--- config.mk ---
export PLATFORM = sky130hd
export DESIGN_NAME = drv_status_regs
export DESIGN_NICKNAME = d
export VERILOG_FILES = /design/src/design/drv_status_pkg.sv /design/src/design/sense_if.sv /design/src/design/drv_status_regs.sv /design/src/design/sense_sync.sv
export SDC_FILE = /design/constraint.sdc
export NUM_CORES = 1
export LEC_CHECK = 0
export BUFFER_PORTS_ARGS = -buffer_cell sky130_fd_sc_hd__buf_2
export CORE_MARGIN = 1.5
export CORE_UTILIZATION = 55
export DETAILED_ROUTE_END_ITERATION = 7
export PLACE_DENSITY = 0.92
export SYNTH_ARGS = -nofsm -noshare
export SYNTH_HDL_FRONTEND = slang
export SYNTH_HIERARCHICAL = 1
export SYNTH_SLANG_ARGS = --single-unit
--- constraint.sdc ---
create_clock -name clk -period 1.8 [get_ports clk]
set_input_delay 0.18 -clock clk [delete_from_list [all_inputs] [get_ports clk]]
set_output_delay 0.18 -clock clk [all_outputs]
set_load 0.02 [all_outputs]
--- src/design/drv_status_pkg.sv ---
`default_nettype none
package drv_status_pkg;

    // ------------------------------------------------------------------
    // Bus geometry
    // ------------------------------------------------------------------
    localparam int ADDR_W = 8;
    localparam int DATA_W = 8;

    // ------------------------------------------------------------------
    // Register offsets
    // ------------------------------------------------------------------
    localparam logic [ADDR_W-1:0] ADDR_STATUS_SECONDARY = 8'h00;
    localparam logic [ADDR_W-1:0] ADDR_HARDWARE_REVISION = 8'h01;
    localparam logic [ADDR_W-1:0] ADDR_CONFIG_REG_ZERO   = 8'h02;
    localparam logic [ADDR_W-1:0] ADDR_EVENT_STATUS      = 8'h03;
    localparam logic [ADDR_W-1:0] ADDR_EVENT_MASK        = 8'h04;

    // ------------------------------------------------------------------
    // Field positions
    // ------------------------------------------------------------------
    localparam int BIT_OVERCURRENT  = 3;
    localparam int BIT_HS_UV        = 2;
    localparam int BIT_REG_UV       = 0;
    localparam int BIT_UV_CHECK_OFF = 3;
    localparam int BIT_SHORT_DETECT = 0;
    localparam int REV_LSB          = 0;
    localparam int REV_W            = 4;
    localparam int NUM_SENSE        = 3;

    // Index of each comparator within the sense vector.
    localparam int SENSE_OC  = 0;
    localparam int SENSE_HS  = 1;
    localparam int SENSE_REG = 2;

    // ------------------------------------------------------------------
    // Reset values and masks
    // ------------------------------------------------------------------
    localparam logic [DATA_W-1:0] RESET_STATUS   = 8'h00;
    localparam logic [DATA_W-1:0] RESET_CONFIG   = 8'h01;
    localparam logic [DATA_W-1:0] RESET_EVENTS   = 8'h00;
    localparam logic [DATA_W-1:0] RESET_MASK     = 8'h00;
    localparam logic [DATA_W-1:0] STATUS_IMPL    = 8'h0D;
    localparam logic [DATA_W-1:0] CONFIG_IMPL    = 8'h09;
    localparam logic [DATA_W-1:0] ZERO_BYTE      = 8'h00;

    // Arbitrary neutral silicon revision code.
    localparam logic [REV_W-1:0]  SILICON_REV    = 4'h1;

    typedef logic [DATA_W-1:0] byte_t;
    typedef logic [ADDR_W-1:0] addr_t;

endpackage : drv_status_pkg
`default_nettype wire

--- src/design/sense_if.sv ---
`default_nettype none
interface sense_if;
    logic [drv_status_pkg::NUM_SENSE-1:0] raw;
    logic [drv_status_pkg::NUM_SENSE-1:0] clean;
    modport conditioner (input raw, output clean);
    modport consumer (output raw, input clean);
endinterface : sense_if
`default_nettype wire

--- src/design/drv_status_regs.sv ---
// Function
// - Overcurrent flag, bit 3, follows drain-source comparator: set above, clear below.
// - High-side undervoltage flag, bit 2, is valid only while gate_uv_check_off is zero.
// - High-side undervoltage flag reads one below gate threshold, zero above it.
// - Regulator undervoltage flag, bit 0, reads one below 92% of target, else zero.
// - Revision register upper nibble always reads zero.
// - Revision register lower nibble returns the fixed silicon revision code.
//
// Local design decisions: the address map and the strobed register port.
`default_nettype none
module drv_status_regs
(
    input  wire logic                  clk,             // System clock, 125 MHz.
    input  wire logic                  arst_n,          // Asynchronous reset, active low.
    input  wire logic                  ce,              // Clock enable; low freezes all state.
    input  wire drv_status_pkg::addr_t addr,            // Register address.
    input  wire drv_status_pkg::byte_t wdata,           // Write data.
    input  wire logic                  wr_en,           // Write strobe, one cycle.
    input  wire logic                  rd_en,           // Read strobe, one cycle.
    output var  drv_status_pkg::byte_t rdata,           // Read data, cycle after rd_en.
    output logic                       irq,             // Level interrupt, active high.
    input  wire logic                  vds_over_pin,    // Drain-source comparator, high = over.
    input  wire logic                  hs_gate_low_pin, // Gate-drive comparator, high = low.
    input  wire logic                  vreg_low_pin     // Regulator comparator, high = below 92%.
);
    import drv_status_pkg::*;

    // ------------------------------------------------------------------
    // Comparator conditioning
    // ------------------------------------------------------------------
    sense_if sense ();

    assign sense.raw[SENSE_OC]  = vds_over_pin;
    assign sense.raw[SENSE_HS]  = hs_gate_low_pin;
    assign sense.raw[SENSE_REG] = vreg_low_pin;

    sense_sync u_sync
    (
        .clk    (clk),
        .arst_n (arst_n),
        .ce     (ce),
        .s      (sense)
    );

    // ------------------------------------------------------------------
    // Bus decode
    // ------------------------------------------------------------------
    logic wr_cfg, wr_mask, rd_stat, rd_events;

    assign wr_cfg    = ce && wr_en && (addr == ADDR_CONFIG_REG_ZERO);
    assign wr_mask   = ce && wr_en && (addr == ADDR_EVENT_MASK);
    assign rd_stat   = ce && rd_en && (addr == ADDR_STATUS_SECONDARY);
    assign rd_events = ce && rd_en && (addr == ADDR_EVENT_STATUS);

    // ------------------------------------------------------------------
    // Configuration and status state
    // ------------------------------------------------------------------
    byte_t config_reg_zero_reg, config_reg_zero_next;
    byte_t status_reg_secondary_reg, status_reg_secondary_next;
    byte_t event_status_reg, event_status_next;
    byte_t event_mask_reg, event_mask_next;
    byte_t rdata_reg, rdata_next;
    logic  gate_uv_check_off, short_detect_config;
    byte_t live_status, rising;

    assign gate_uv_check_off   = config_reg_zero_reg[BIT_UV_CHECK_OFF];
    assign short_detect_config = config_reg_zero_reg[BIT_SHORT_DETECT];

    always_comb
    begin
        live_status = ZERO_BYTE;
        live_status[BIT_OVERCURRENT] = sense.clean[SENSE_OC] && short_detect_config;
        // A disabled gate check reports clear rather than a stale level.
        live_status[BIT_HS_UV] = sense.clean[SENSE_HS] && !gate_uv_check_off;
        live_status[BIT_REG_UV] = sense.clean[SENSE_REG];
        live_status = live_status & STATUS_IMPL;
    end

    always_comb
    begin
        config_reg_zero_next      = config_reg_zero_reg;
        event_mask_next           = event_mask_reg;
        status_reg_secondary_next = status_reg_secondary_reg;
        event_status_next         = event_status_reg;
        rising                    = live_status & ~status_reg_secondary_reg;
        if (ce)
        begin
            status_reg_secondary_next = live_status;
            if (wr_cfg)
            begin
                config_reg_zero_next = wdata & CONFIG_IMPL;
            end
            if (wr_mask)
            begin
                event_mask_next = wdata & STATUS_IMPL;
            end
            if (rd_events)
            begin
                event_status_next = ZERO_BYTE;
            end
            // A new event in the clearing read's cycle survives the clear.
            event_status_next = event_status_next | rising;
        end
    end

    // ------------------------------------------------------------------
    // Read path
    // ------------------------------------------------------------------
    // Status and revision have no write path at all, so a write to their
    // offsets falls through with no effect.
    always_comb
    begin
        rdata_next = rdata_reg;
        if (ce)
        begin
            rdata_next = ZERO_BYTE;
            if (rd_en)
            begin
                case (addr)
                    ADDR_STATUS_SECONDARY:  rdata_next = status_reg_secondary_reg;
                    ADDR_HARDWARE_REVISION:
                    begin
                        rdata_next = ZERO_BYTE;
                        rdata_next[REV_LSB +: REV_W] = SILICON_REV;
                    end
                    ADDR_CONFIG_REG_ZERO:   rdata_next = config_reg_zero_reg;
                    ADDR_EVENT_STATUS:      rdata_next = event_status_reg;
                    ADDR_EVENT_MASK:        rdata_next = event_mask_reg;
                    default:                rdata_next = ZERO_BYTE;
                endcase
            end
        end
    end

    always_ff @(posedge clk or negedge arst_n)
    begin
        if (!arst_n)
        begin
            config_reg_zero_reg      <= RESET_CONFIG;
            status_reg_secondary_reg <= RESET_STATUS;
            event_status_reg         <= RESET_EVENTS;
            event_mask_reg           <= RESET_MASK;
            rdata_reg                <= ZERO_BYTE;
        end
        else
        begin
            config_reg_zero_reg      <= config_reg_zero_next;
            status_reg_secondary_reg <= status_reg_secondary_next;
            event_status_reg         <= event_status_next;
            event_mask_reg           <= event_mask_next;
            rdata_reg                <= rdata_next;
        end
    end

    assign rdata = rdata_reg;
    assign irq   = |(event_status_reg & event_mask_reg);
endmodule // drv_status_regs
`default_nettype wire

--- src/design/sense_sync.sv ---
`default_nettype none
module sense_sync
(
    input  wire logic clk,          // System clock.
    input  wire logic arst_n,       // Asynchronous reset, active low.
    input  wire logic ce,           // Clock enable.
    sense_if.conditioner s          // Raw comparator levels in, settled levels out.
);
    import drv_status_pkg::*;

    // ------------------------------------------------------------------
    // Three-stage capture per comparator
    // ------------------------------------------------------------------
    // A level is taken only once stages two and three agree, so a single
    // metastable resolution cannot make a flag blip for one cycle.
    genvar g;
    generate
        for (g = 0; g < NUM_SENSE; g++)
        begin : g_bit
            logic s1_reg, s2_reg, s3_reg, clean_reg, clean_next;

            always_comb
            begin
                clean_next = (s2_reg == s3_reg) ? s3_reg : clean_reg;
            end

            always_ff @(posedge clk or negedge arst_n)
            begin
                if (!arst_n)
                begin
                    s1_reg    <= 1'b0;
                    s2_reg    <= 1'b0;
                    s3_reg    <= 1'b0;
                    clean_reg <= 1'b0;
                end
                else if (ce)
                begin
                    s1_reg    <= s.raw[g];
                    s2_reg    <= s1_reg;
                    s3_reg    <= s2_reg;
                    clean_reg <= clean_next;
                end
            end

            assign s.clean[g] = clean_reg;
        end
    endgenerate

endmodule // sense_sync
`default_nettype wire

Word-level counts from Yosys, hierarchy flattened
Index checks and enable logic that the tools add are counted.
{"block": "totals", "reg_bits": 36, "inputBits": 24, "output_inout_bits": 9, "word_cells": 47}
{"block": "classes", "eq_ne": 7, "n_mux": 4, "bitwise": 4, "reduce_logical": 15}
{"cell": "8-bit one-hot mux with 5 select lines", "count": 1}
{"cell": "8-bit two-way mux", "count": 3}
{"cell": "8-bit by 2-bit equality test with 1-bit output (second input constant)", "count": 2}
{"cell": "2-bit AND reduction", "count": 5}
{"cell": "4-bit by 8-bit AND with 8-bit output", "count": 1}
{"cell": "8-bit by 4-bit AND with 8-bit output", "count": 1}
{"cell": "8-bit by 1-bit equality test with 1-bit output (second input constant)", "count": 1}
{"cell": "8-bit by 3-bit equality test with 1-bit output (second input constant)", "count": 1}
{"cell": "8-bit logical NOT", "count": 1}
{"cell": "4-bit inverter with 8-bit output", "count": 1}
{"cell": "8-bit bitwise OR", "count": 1}
{"cell": "8-bit OR reduction", "count": 1}
{"cell": "1-bit logical AND", "count": 7}
{"cell": "1-bit equality test", "count": 3}
{"cell": "1-bit logical NOT", "count": 1}

Logic depth before layout (Yosys ltp)
Gate-level depths: netlist (run 1).
{"block": "depth", "ltp_word": 5, "ltp_mapped": 5, "mapped_depth_nobuf": 4}

By module
The synthesis (run 1) kept the hierarchy.
{"module": "drv_status_regs", "n_inst": 1, "cells_per_inst": 74, "area_per_inst_um2": 750.7, "seq_area_each_um2": 351.6}
{"module": "sense_sync", "n_inst": 1, "cells_per_inst": 36, "area_per_inst_um2": 504.2, "seq_area_each_um2": 300.3}

Worst setup path after synthesis (run 1)
Ideal clock, no wire load.
{"block": "synth_path", "path_kind": "input-to-reg", "from": "input addr[5]", "to": "register event_mask_reg[0]", "setup_time_ns": 0.128, "arrival_ns": 1.438, "required_ns": 1.672, "setup_slack_ns": 0.235, "cell_stages": 4, "path_buffers": 0, "cell_sequence": "or4_4 nor3b_4 nand4_2 mux2_1"}
{"block": "synth_via", "elab_chain_len": 3}
{"item": "start, declared", "line_no": "drv_status_regs.sv:16", "source": "input wire drv_status_pkg::addr_t addr,"}
{"item": "8-bit by 3-bit equality test with 1-bit output", "line_no": "drv_status_regs.sv:51", "source": "assign wr_mask = ce && wr_en && (addr == ADDR_EVENT_MASK);"}
{"item": "1-bit logical AND", "line_no": "drv_status_regs.sv:51"}
{"item": "2-bit AND reduction (no source line)"}
{"item": "end signal, assigned", "line_no": "drv_status_regs.sv:150", "source": "event_mask_reg <= event_mask_next;"}
{"item": "end, declared", "line_no": "drv_status_regs.sv:61", "source": "byte_t event_mask_reg, event_mask_next;"}
Every way passes these cells.
A chain may end at the register's enable or synchronous reset.

Final worst setup path (run 1)
{"block": "layout_path", "from": "register event_status_reg[2]", "to": "output irq"}
{"block": "layout_via", "elab_chain_len": 2}
{"item": "start, declared", "line_no": "drv_status_regs.sv:60", "source": "byte_t event_status_reg, event_status_next;"}
{"item": "start signal, assigned", "line_no": "drv_status_regs.sv:149", "source": "event_status_reg <= event_status_next;"}
{"item": "8-bit by 4-bit AND with 8-bit output", "line_no": "drv_status_regs.sv:156", "source": "assign irq = |(event_status_reg & event_mask_reg);"}
{"item": "8-bit OR reduction", "line_no": "drv_status_regs.sv:156"}
{"item": "end, declared", "line_no": "drv_status_regs.sv:21", "source": "output logic irq,"}
Every way passes these cells.

==> reports/metrics.cfg, run 1 <==
[die]
die_width_um = 50.8
io_pins = 33
core_um2 = 2190
fp-row-count = 17
die_y_um = 50.8
die_area_um2 = 2580
start_util_pct = 57.3

[synthesis]
ys_warn_count = 6
synth-seq-area-share_pct = 51.9
async_flop_share_pct = 100
synth_cell_types = 33
synth_edf_count = 0
syn_inst = 110
ys_ff_latch = 26
synth_top_area_cell = dfrtp_1
synth_top_area_share_pct = 49.9
postSynthAreaPerCell_um2 = 11.4
synth_flop_cell = dfrtp_1
synthesis.area_um2 = 1250
ys_top_cells_by_area = dfrtp_1 (50%), mux2_2 (8.1%), buf_4 (5.4%)

[layout]
layout_commonest_cell = dfrtp_1
fin_area_um2 = 1400
syn2layout_area_growth_pct = 11.4
layout_common_cells = dfrtp_1 (25), buf_2 (22), mux2_2 (9)
fill_cells = 176
layout-drive-gt1-share_pct = 32.3
final_cells = 158
seq_area_um2 = 652
multiInputGateArea_um2 = 500
diodes = 0
num-nets-final = 155

[pwr]
power_switching_mw = 0.329
p_int_mw = 0.992
p_seq_share_pct = 54.3
combPwrFrac_pct = 15.8
switching_share_pct = 24.9
p_per_area_nw_per_um2 = 945
p_leak_nw = 0.670
clock_power_share_pct = 29.9
ir_drop_mv = 0.674

[sta]
rsz0062_at_grt = no
hold_viol = 0
fin_skew_ns = 0.00277
setup_viol = 0
fin_setup_tns_ns = 0
max_slew.worst_pin.slew_ns = 0.562
drv_slew = 0
max_freq_mhz = 663
finalCritPeriodShare_pct = 83.8
slew_headroom_pct = 62.6
period_minus_slack_ns = 1.51
whs_ns = 0.0657

[clock_tree]
post_cts_buffers = 0
cts_hold_buf = 1
cts_root_buf = clkbuf_4
insertion_delay_ns = 0.32
cts_buffers = 3
cts_buffer_depth = 2
cts.repair.resized = 0
cts_tree = built
clkTransAtPathRegs_ns = 0.14
clock-sinks = 26
htree_num_levels = 1

[detailed_routing]
wl_um = 2140
drc_errors = 0
via_per_inst = 5.39
postRouteAntennaNets = 0
wl_per_cell_um = 13.5
vias = 852
dr.pass1.iters = 4
drtIter0Drc = 24

[worst_setup_path]
cp.required_ns = 1.62
end_kind = primary output
crit_path_top_delay_cell = dfrtp_1
critPathMaxStageDelay_ns = 0.43
critPathTopFamily = flip-flops
path_max_fanout = 3
worstSetupPathType = flip-flop to primary output
worst_ep_arrival_time_ns = 1.33
critPathBufInv = 2
worstSetupStartpointType = flip-flop
worstPathCellList = a222oi_1, inv_1, buf_2

[placed_design]
hpwlAfterDp_um = 1590
dp.cells = 153
post_dp_cell_area_um2 = 1340
portBuffers = 22
gp_congestion = 0.890

[flow_run]
cap_violations = 0

[global_routing]
grt_pass1_wl_um = 3940
grt_pass1_vias = 969
track_usage_pct = 20.5
grt_max_degree = 28
overflow = 0
antenna_found_initial = 0

[worst_hold_path]
hp-class = primary input to flip-flop

[status]
status = finished clean

stage by stage:
stage | power, mW | setup WS [ns] | utilization [%]
2_1_floorplan | 0.901 | 0.235 | -
3_3_place_gp | 0.909 | 0.0670 | 60.9
3_5_place_dp | 0.935 | 0.0443 | 60.9
4_1_cts | 1.33 | 0.267 | 63.8
5_1_grt | 1.40 | 0.216 | 63.8
6_report | 1.32 | 0.292 | 63.8
worst paths after layout:
path                                                          from  cells past startpoint                                 end  slack (ns)
setup reg to reg                config_reg_zero_reg[0]$_DFFE_PN1P_                      4                rdata[0]$_DFFE_PN0P_        0.63
setup / recovery                   event_status_reg[2]$_DFFE_PN0P_                      3                                 irq        0.29
max in group asynchronous                                   arst_n                      2  config_reg_zero_reg[0]$_DFFE_PN1P_        1.07
hold reg to reg            status_reg_secondary_reg[0]$_DFFE_PN0P_                      1     event_status_reg[0]$_DFFE_PN0P_        0.50
min in group asynchronous                                   arst_n                      2       event_mask_reg[2]$_DFFE_PN0P_        0.36
hold / removal                                            wdata[2]                      2       event_mask_reg[2]$_DFFE_PN0P_        0.07
final cells by class:
type                    instances  share of cell area, %
inverters                       8                   2.15
flip-flops and latches         26                   46.6
clock inverters                 1                   2.15
well taps                      28                   2.51
repair buffers                 24                   9.13
clock buffers                   3                   1.61
multi-input cells              68                   35.8
kinds of logic after synthesis:
group	Yosys count	share of synthesized area, %
flops	26	51.9
simple gates	26	12.3
buf+inv	20	9.37
other cells	1	0.299
compound gates	22	12.9
mux	15	13.3
synthesized netlist by cell type, types with 2 or more instances:
library cell  instances
a21o_2                2
nand2_1               7
dfrtp_1              25
a22o_1                2
a21oi_1               2
buf_4                 9
o22ai_1               2
nand2b_1              4
nor2_1                5
nor2b_1               3
inv_1                 8
mux2_1                4
mux2i_1               2
mux2_2                9
a32o_1                2
o2bb2ai_1             2
o21ai_0               6
power groups by stage:
stage / clock network [mW] / registers (mW) / logic [mW]
finish: 0.395 / 0.717 / 0.209
detailed placement: 0 / 0.728 / 0.207
global route: 0.433 / 0.731 / 0.238
global placement: 0 / 0.719 / 0.190
floorplan: 0 / 0.711 / 0.190
CTS: 0.408 / 0.716 / 0.210
per-layer routing:
| metal | part of all wire (%) | routed length [µm] | global-route usage, % | vias up |
|---|---|---|---|---|
| met1 | 44 | 940 | 23.4 | 411 |
| met2 | 51 | 1090 | 37.3 | 25 |
| met5 | 0 | 0 | 0 | - |
| met3 | 4.3 | 93 | 4.17 | 2 |
| met4 | 0.70 | 15 | 8.11 | 0 |
| li1 | - | - | - | 414 |
No activity file was read; power rests on OpenSTA's default activity.
==> inputs of run 2 (changes only) <==
--- a/config.mk
+++ b/config.mk
@@ -7,9 +7,9 @@
 export LEC_CHECK = 0
 export BUFFER_PORTS_ARGS = -buffer_cell sky130_fd_sc_hd__buf_2
 export CORE_MARGIN = 1.5
-export CORE_UTILIZATION = 55
+export CORE_UTILIZATION = 51
 export DETAILED_ROUTE_END_ITERATION = 7
-export PLACE_DENSITY = 0.92
+export PLACE_DENSITY = 0.87
 export SYNTH_ARGS = -nofsm -noshare
 export SYNTH_HDL_FRONTEND = slang
 export SYNTH_HIERARCHICAL = 1
==> constraint.sdc (replaced) <==
create_clock -name clk -period 1.54 [get_ports clk]
set_input_delay 0.154 -clock clk [delete_from_list [all_inputs] [get_ports clk]]
set_output_delay 0.154 -clock clk [all_outputs]
set_load 0.02 [all_outputs]
==> run 2 against run 1 <==
Compared with the run above:
- setup slack worse by 0.28 ns
- worst hold slack worse by 0.032 ns
- sequential power is 17% higher
- first-iteration DRC count is 120% higher
- clock skew is 0.0019 ns lower
- critical path depth stayed put
- register-to-register slack worse by 0.30 ns
- clock-buffer cell count stayed put
- cell count is 1.9% higher
- sequential share of layout area is 0.74 points lower
- clock power is 18% higher
- utilization is 1.4 points lower
- largest power group unchanged
- highest routed layer unchanged
==> reports/metrics.cfg, run 2 (synthesized netlist as in run 1, its figures left out) <==
[sta]
max_slew.worst_pin.slew_ns = 0.572  ; +0.0104 ns
setup_viol = 0  ; unchanged
fin_skew_ns = 0.000871  ; -0.00190 ns
max_freq_mhz = 655
slew_headroom_pct = 61.9  ; -0.69 points
hold_viol = 0  ; unchanged
period_minus_slack_ns = 1.53
drv_slew = 0  ; unchanged
finalCritPeriodShare_pct = 99.1
fin_setup_tns_ns = 0  ; unchanged
rsz0062_at_grt = yes

[detailed_routing]
vias = 895  ; +5.0%
drtIter0Drc = 52  ; +120%
drc_errors = 0  ; unchanged
postRouteAntennaNets = 0  ; unchanged
wl_per_cell_um = 13.9  ; +2.7%
dr.pass1.iters = 4  ; unchanged
via_per_inst = 5.56  ; +3.1%
wl_um = 2240  ; +4.6%

[layout]
diodes = 0  ; unchanged
final_core_util_pct = 62.4  ; -1.4 points
syn2layout_area_growth_pct = 13.2
num-nets-final = 158  ; +1.9%
layout-drive-gt1-share_pct = 33.8  ; +1.5 points
layout_commonest_cell = dfrtp_1
layout_common_cells = dfrtp_1 (25), buf_2 (22), mux2_2 (9)

[worst_setup_path]
end_kind = primary output
worst_ep_arrival_time_ns = 1.37  ; +0.04 ns
crit_cells = 3  ; unchanged
crit_path_top_delay_cell = dfrtp_1
r2r_cells = 4  ; unchanged
worstSetupStartpointType = flip-flop
critPathTopFamily = flip-flops
crit_start = event_mask_reg[2]$_DFFE_PN0P_
rrSetupSlack_ns = 0.33  ; -0.30 ns
path_max_fanout = 2  ; -1
crit_end = irq
worstSetupPathType = flip-flop to primary output
worstPathCellList = a222oi_1, inv_1, buf_2
cp.required_ns = 1.39  ; -0.23 ns
reg2reg_to = rdata[0]$_DFFE_PN0P_
critPathMaxStageDelay_ns = 0.42  ; about the same
critPathBufInv = 2  ; unchanged
reg2reg_from = config_reg_zero_reg[0]$_DFFE_PN1P_

[clock_tree]
htree_num_levels = 1  ; unchanged
cts_tree = built
cts.repair.resized = 0  ; unchanged
insertion_delay_ns = 0.32  ; about the same
clock-sinks = 26  ; unchanged
cts_buffers = 3  ; unchanged
cts_root_buf = clkbuf_4
cts_buffer_depth = 2  ; unchanged
clkTransAtPathRegs_ns = 0.14  ; about the same

[die]
fp-row-count = 17  ; unchanged
die_y_um = 52.6  ; +3.6%
start_util_pct = 55.1  ; -2.1 points
die_area_um2 = 2770  ; +7.4%
die_width_um = 52.6  ; +3.6%
io_pins = 33  ; unchanged
core_um2 = 2280  ; +3.9%

[status]
status = finished clean

[global_routing]
track_usage_pct = 20.5  ; about the same
grt_pass1_wl_um = 4040  ; +2.6%
overflow = 0  ; unchanged
grt_pass1_vias = 919  ; -5.2%
antenna_found_initial = 0  ; unchanged
grt_max_degree = 28  ; unchanged

[pwr]
ir_drop_mv = 0.907  ; +35%
p_per_area_nw_per_um2 = 1090  ; +15%
p_leak_nw = 0.684  ; +2.0%

[placed_design]
gp_congestion = 0.855  ; -4.0%
portBuffers = 22  ; unchanged
hpwlAfterDp_um = 1640  ; +2.7%

[worst_hold_path]
hp-class = primary input to flip-flop

[flow_run]
cap_violations = 0  ; unchanged

-- run 2: changes by cell type in the layout (fill, tap and decap cells not counted) --
| cell | before | now |
|---|---|---|
| buf_4 | 1 | 4 |
-- run 2: power by group --
| part | internal, mW | switching (mW) | leakage, nW | total (mW) |
|---|---|---|---|---|
| sequential | 0.773 | 0.0636 | 0.314 | 0.837 |
| clock | 0.263 | 0.203 | 0.0279 | 0.466 |
| combinational | 0.124 | 0.119 | 0.341 | 0.243 |
-- run 2: per-stage QoR --
| step | instance area [µm²] | hold WS, ns | setup slack (ns) | cells | total power, mW |
|---|---|---|---|---|---|
| floorplan | 1270 | -0.142 | 0.000691 | 114 | 1.05 |
| global placement | 1340 | 0.164 | -0.152 | 154 | 1.06 |
| detailed placement | 1340 | 0.179 | -0.181 | 154 | 1.09 |
| CTS | 1420 | 0.0294 | 0.0105 | 161 | 1.56 |
| global route | 1420 | 0.0174 | -0.0401 | 161 | 1.65 |
| finish | 1420 | 0.0340 | 0.0133 | 161 | 1.55 |
-- run 2: layout make-up --
| class | count | area [µm²] |
|---|---|---|
| Clock buffer | 3 | 22.5 |
| Timing Repair Buffer | 27 | 150 |
| Clock inverter | 1 | 30.0 |
| Tap cell | 28 | 35.0 |
| Fill cell | 192 | 856 |
| Inverter | 8 | 30.0 |
| Multi-Input combinational cell | 68 | 500 |
| Sequential cell | 26 | 652 |
-- run 2: worst min-delay path by stage --
stage,start,end,slack [ns],cells after the start
after floorplan,arst_n,config_reg_zero_reg[3]$_DFFE_PN0P_,-0.14,0
after global placement,arst_n,event_mask_reg[2]$_DFFE_PN0P_,0.16,1
after detailed placement,arst_n,event_mask_reg[0]$_DFFE_PN0P_,0.18,1
after CTS,wdata[2],event_mask_reg[2]$_DFFE_PN0P_,0.03,2
after global routing,vds_over_pin,u_sync/g_bit[0].s1_reg$_DFFE_PN0P_,0.02,2
final,wdata[2],event_mask_reg[2]$_DFFE_PN0P_,0.03,2
-- run 2: what timing repair did --
| action | 4_1_cts | 5_1_grt |
|---|---|---|
| endpoints found under the setup margin | 1 | 1 |
| pin swaps | 1 | 0 |
| buffers inserted | 2 | 0 |
| hold endpoints to repair | 25 | 0 |
| hold buffers | 1 | 0 |
-- run 2: worst reg2reg max path, cell delays in order (launching register included) --
cell      delay [ns]
dfstp_2         0.56
mux2i_1         0.07
nor2_1          0.10
a311oi_1        0.07
o32ai_1         0.32
-- run 2: layer usage --
metal / vias up / routed length [µm] / global-route usage [%]
met5: - / 0 / 0
met4: 0 / 17 / 6.41
met3: 2 / 145 / 5.14
met2: 39 / 1150 / 36.0
met1: 431 / 927 / 24.3
li1: 423 / - / -
==> inputs of run 3 (changes only) <==
--- a/config.mk
+++ b/config.mk
@@ -6,7 +6,7 @@
 export NUM_CORES = 1
 export LEC_CHECK = 0
 export BUFFER_PORTS_ARGS = -buffer_cell sky130_fd_sc_hd__buf_2
-export CORE_MARGIN = 1.5
+export CORE_MARGIN = 3
 export CORE_UTILIZATION = 51
 export DETAILED_ROUTE_END_ITERATION = 7
 export PLACE_DENSITY = 0.87
==> run 3 against run 2 <==
Compared with the run above:
- worst hold slack improved by 0.015 ns
- non-clock buffer count decreased by 1
- clock-buffer cell count increased by 1
- critical path depth unchanged
- power decreased by 11%
- utilization decreased by 1.5 points
- cell count decreased by 0.62%
- first-iteration DRC count decreased by 50%
- clock power decreased by 38%
- largest power group unchanged
==> reports/metrics.cfg, run 3 (synthesized netlist as in run 1, its figures left out) <==
[placed_design]
dp_slack_ns = -0.231  ; -0.0505 ns
gp_congestion = 0.900  ; +5.3%
post_dp_cell_area_um2 = 1340  ; unchanged
portBuffers = 22  ; unchanged
dp.cells = 154  ; unchanged
hpwlAfterDp_um = 1690  ; +3.4%

[detailed_routing]
vias = 871  ; -2.7%
drtIter0Drc = 26  ; -50%
wl_per_cell_um = 14.0  ; +0.76%
drc_errors = 0  ; unchanged
postRouteAntennaNets = 0  ; unchanged
via_per_inst = 5.44  ; -2.1%
wl_um = 2240  ; +0.13%
dr.pass1.iters = 4  ; unchanged

[layout]
layout-drive-gt1-share_pct = 32.6  ; -1.3 points
diodes = 0  ; unchanged
layout_common_cells = dfrtp_1 (25), buf_2 (22), mux2_2 (9)
final_core_util_pct = 60.9  ; -1.5 points
layout_commonest_cell = dfrtp_1
final_cells = 160  ; -0.62%
num-nets-final = 157  ; -0.63%
fin_area_um2 = 1390  ; -2.4%
syn2layout_area_growth_pct = 10.5

[clock_tree]
htree_num_levels = 1  ; unchanged
cts.repair.resized = 0  ; unchanged
cts_buffer_depth = 2  ; unchanged
cts_root_buf = clkbuf_4
clock-sinks = 26  ; unchanged
clkTransAtPathRegs_ns = 0.13  ; about the same
cts_buffers = 3  ; unchanged
cts_tree = built
insertion_delay_ns = 0.31  ; about the same

[worst_setup_path]
worst_ep_arrival_time_ns = 1.33  ; -0.04 ns
critPathMaxStageDelay_ns = 0.43  ; about the same
path_max_fanout = 3  ; +1
worstPathCellList = a222oi_1, inv_1, buf_2
critPathTopFamily = flip-flops
critPathBufInv = 2  ; unchanged
worstSetupPathType = flip-flop to primary output
cp.required_ns = 1.39  ; about the same
worstSetupStartpointType = flip-flop
crit_path_top_delay_cell = dfrtp_1
end_kind = primary output

[global_routing]
overflow = 0  ; unchanged
grt_max_degree = 28  ; unchanged
antenna_found_initial = 0  ; unchanged
track_usage_pct = 15.2  ; -5.3 points
grt_pass1_wl_um = 3820  ; -5.6%
grt_pass1_vias = 887  ; -3.5%

[sta]
period_minus_slack_ns = 1.48  ; -0.0440 ns
hold_viol = 0  ; unchanged
fin_skew_ns = 0.00307  ; +0.00220 ns
drv_slew = 0  ; unchanged
setup_slack_ns = 0.0573  ; +0.0440 ns
max_slew.worst_pin.slew_ns = 0.569  ; -0.00309 ns
rsz0062_at_grt = yes
slew_headroom_pct = 62.1  ; +0.21 points
max_freq_mhz = 674  ; +3.0%
finalCritPeriodShare_pct = 96.3  ; -2.9 points
setup_viol = 0  ; unchanged

[status]
status = finished clean

[pwr]
p_per_area_nw_per_um2 = 988  ; -9.3%
p_leak_nw = 0.665  ; -2.7%
ir_drop_mv = 0.674  ; -26%

[die]
io_pins = 33  ; unchanged
start_util_pct = 55.1  ; unchanged
fp-row-count = 17  ; unchanged
core_um2 = 2280  ; unchanged
die_width_um = 55.6  ; +5.7%
die_y_um = 55.6  ; +5.7%
die_area_um2 = 3090  ; +12%

[worst_hold_path]
hp-class = primary input to flip-flop

[flow_run]
cap_violations = 0  ; unchanged

-- run 3: metrics by stage --
stage          hold slack, ns  power (mW)  TNS (ns)
2_1_floorplan          -0.142        1.05         0
3_3_place_gp            0.163        1.06    -0.798
3_5_place_dp            0.179        1.09     -1.15
4_1_cts                0.0472        1.37         0
5_1_grt                0.0407        1.45   -0.0454
6_report               0.0494        1.37         0
-- run 3: where the power goes --
group / switching [mW] / internal [mW]
combinational: 0.121 / 0.123
sequential: 0.0626 / 0.773
clock: 0.190 / 0.101
total: 0.373 / 0.997
-- run 3: worst paths after layout --
check                                                         from                                  to  slack (ns)  cells past startpoint
setup reg to reg                config_reg_zero_reg[0]$_DFFE_PN1P_                rdata[0]$_DFFE_PN0P_        0.32                      4
hold / removal                                            wdata[2]       event_mask_reg[2]$_DFFE_PN0P_        0.05                      2
setup / recovery                   event_status_reg[2]$_DFFE_PN0P_                                 irq        0.06                      3
max in group asynchronous                                   arst_n  config_reg_zero_reg[0]$_DFFE_PN1P_        0.81                      2
hold reg to reg            status_reg_secondary_reg[0]$_DFFE_PN0P_     event_status_reg[0]$_DFFE_PN0P_        0.50                      1
min in group asynchronous                                   arst_n                rdata[0]$_DFFE_PN0P_        0.36                      2
-- run 3: timing repair --
| action | in CTS | in global routing |
|---|---|---|
| buffers inserted | 0 | 1 |
| hold buffers | 1 | 0 |
| endpoints found under the hold margin | 25 | 0 |
| endpoints found under the setup margin | 0 | 1 |
-- run 3: cell type report --
class / instances / area, µm²
multi-input combinational: 68 / 500
inverter: 8 / 30.0
sequential: 26 / 652
timing repair buffer: 26 / 143
fill: 181 / 890
clock buffer: 4 / 26.3
tap: 28 / 35.0
-- run 3: routing by layer --
layer,vias to the layer above,track usage [%],part of all wire [%],routed length [µm]
li1,421,-,-,-
met1,422,19.0,42,949
met2,28,26.7,52,1160
met3,0,3.02,5.9,132
met4,0,4.17,0,0
met5,-,0,0,0
-- run 3: worst register-to-register path: stages, from the launching register on --
cell	delay [ns]
dfstp_2	0.56
mux2i_1	0.07
nor2_1	0.14
a311oi_1	0.08
o32ai_1	0.29
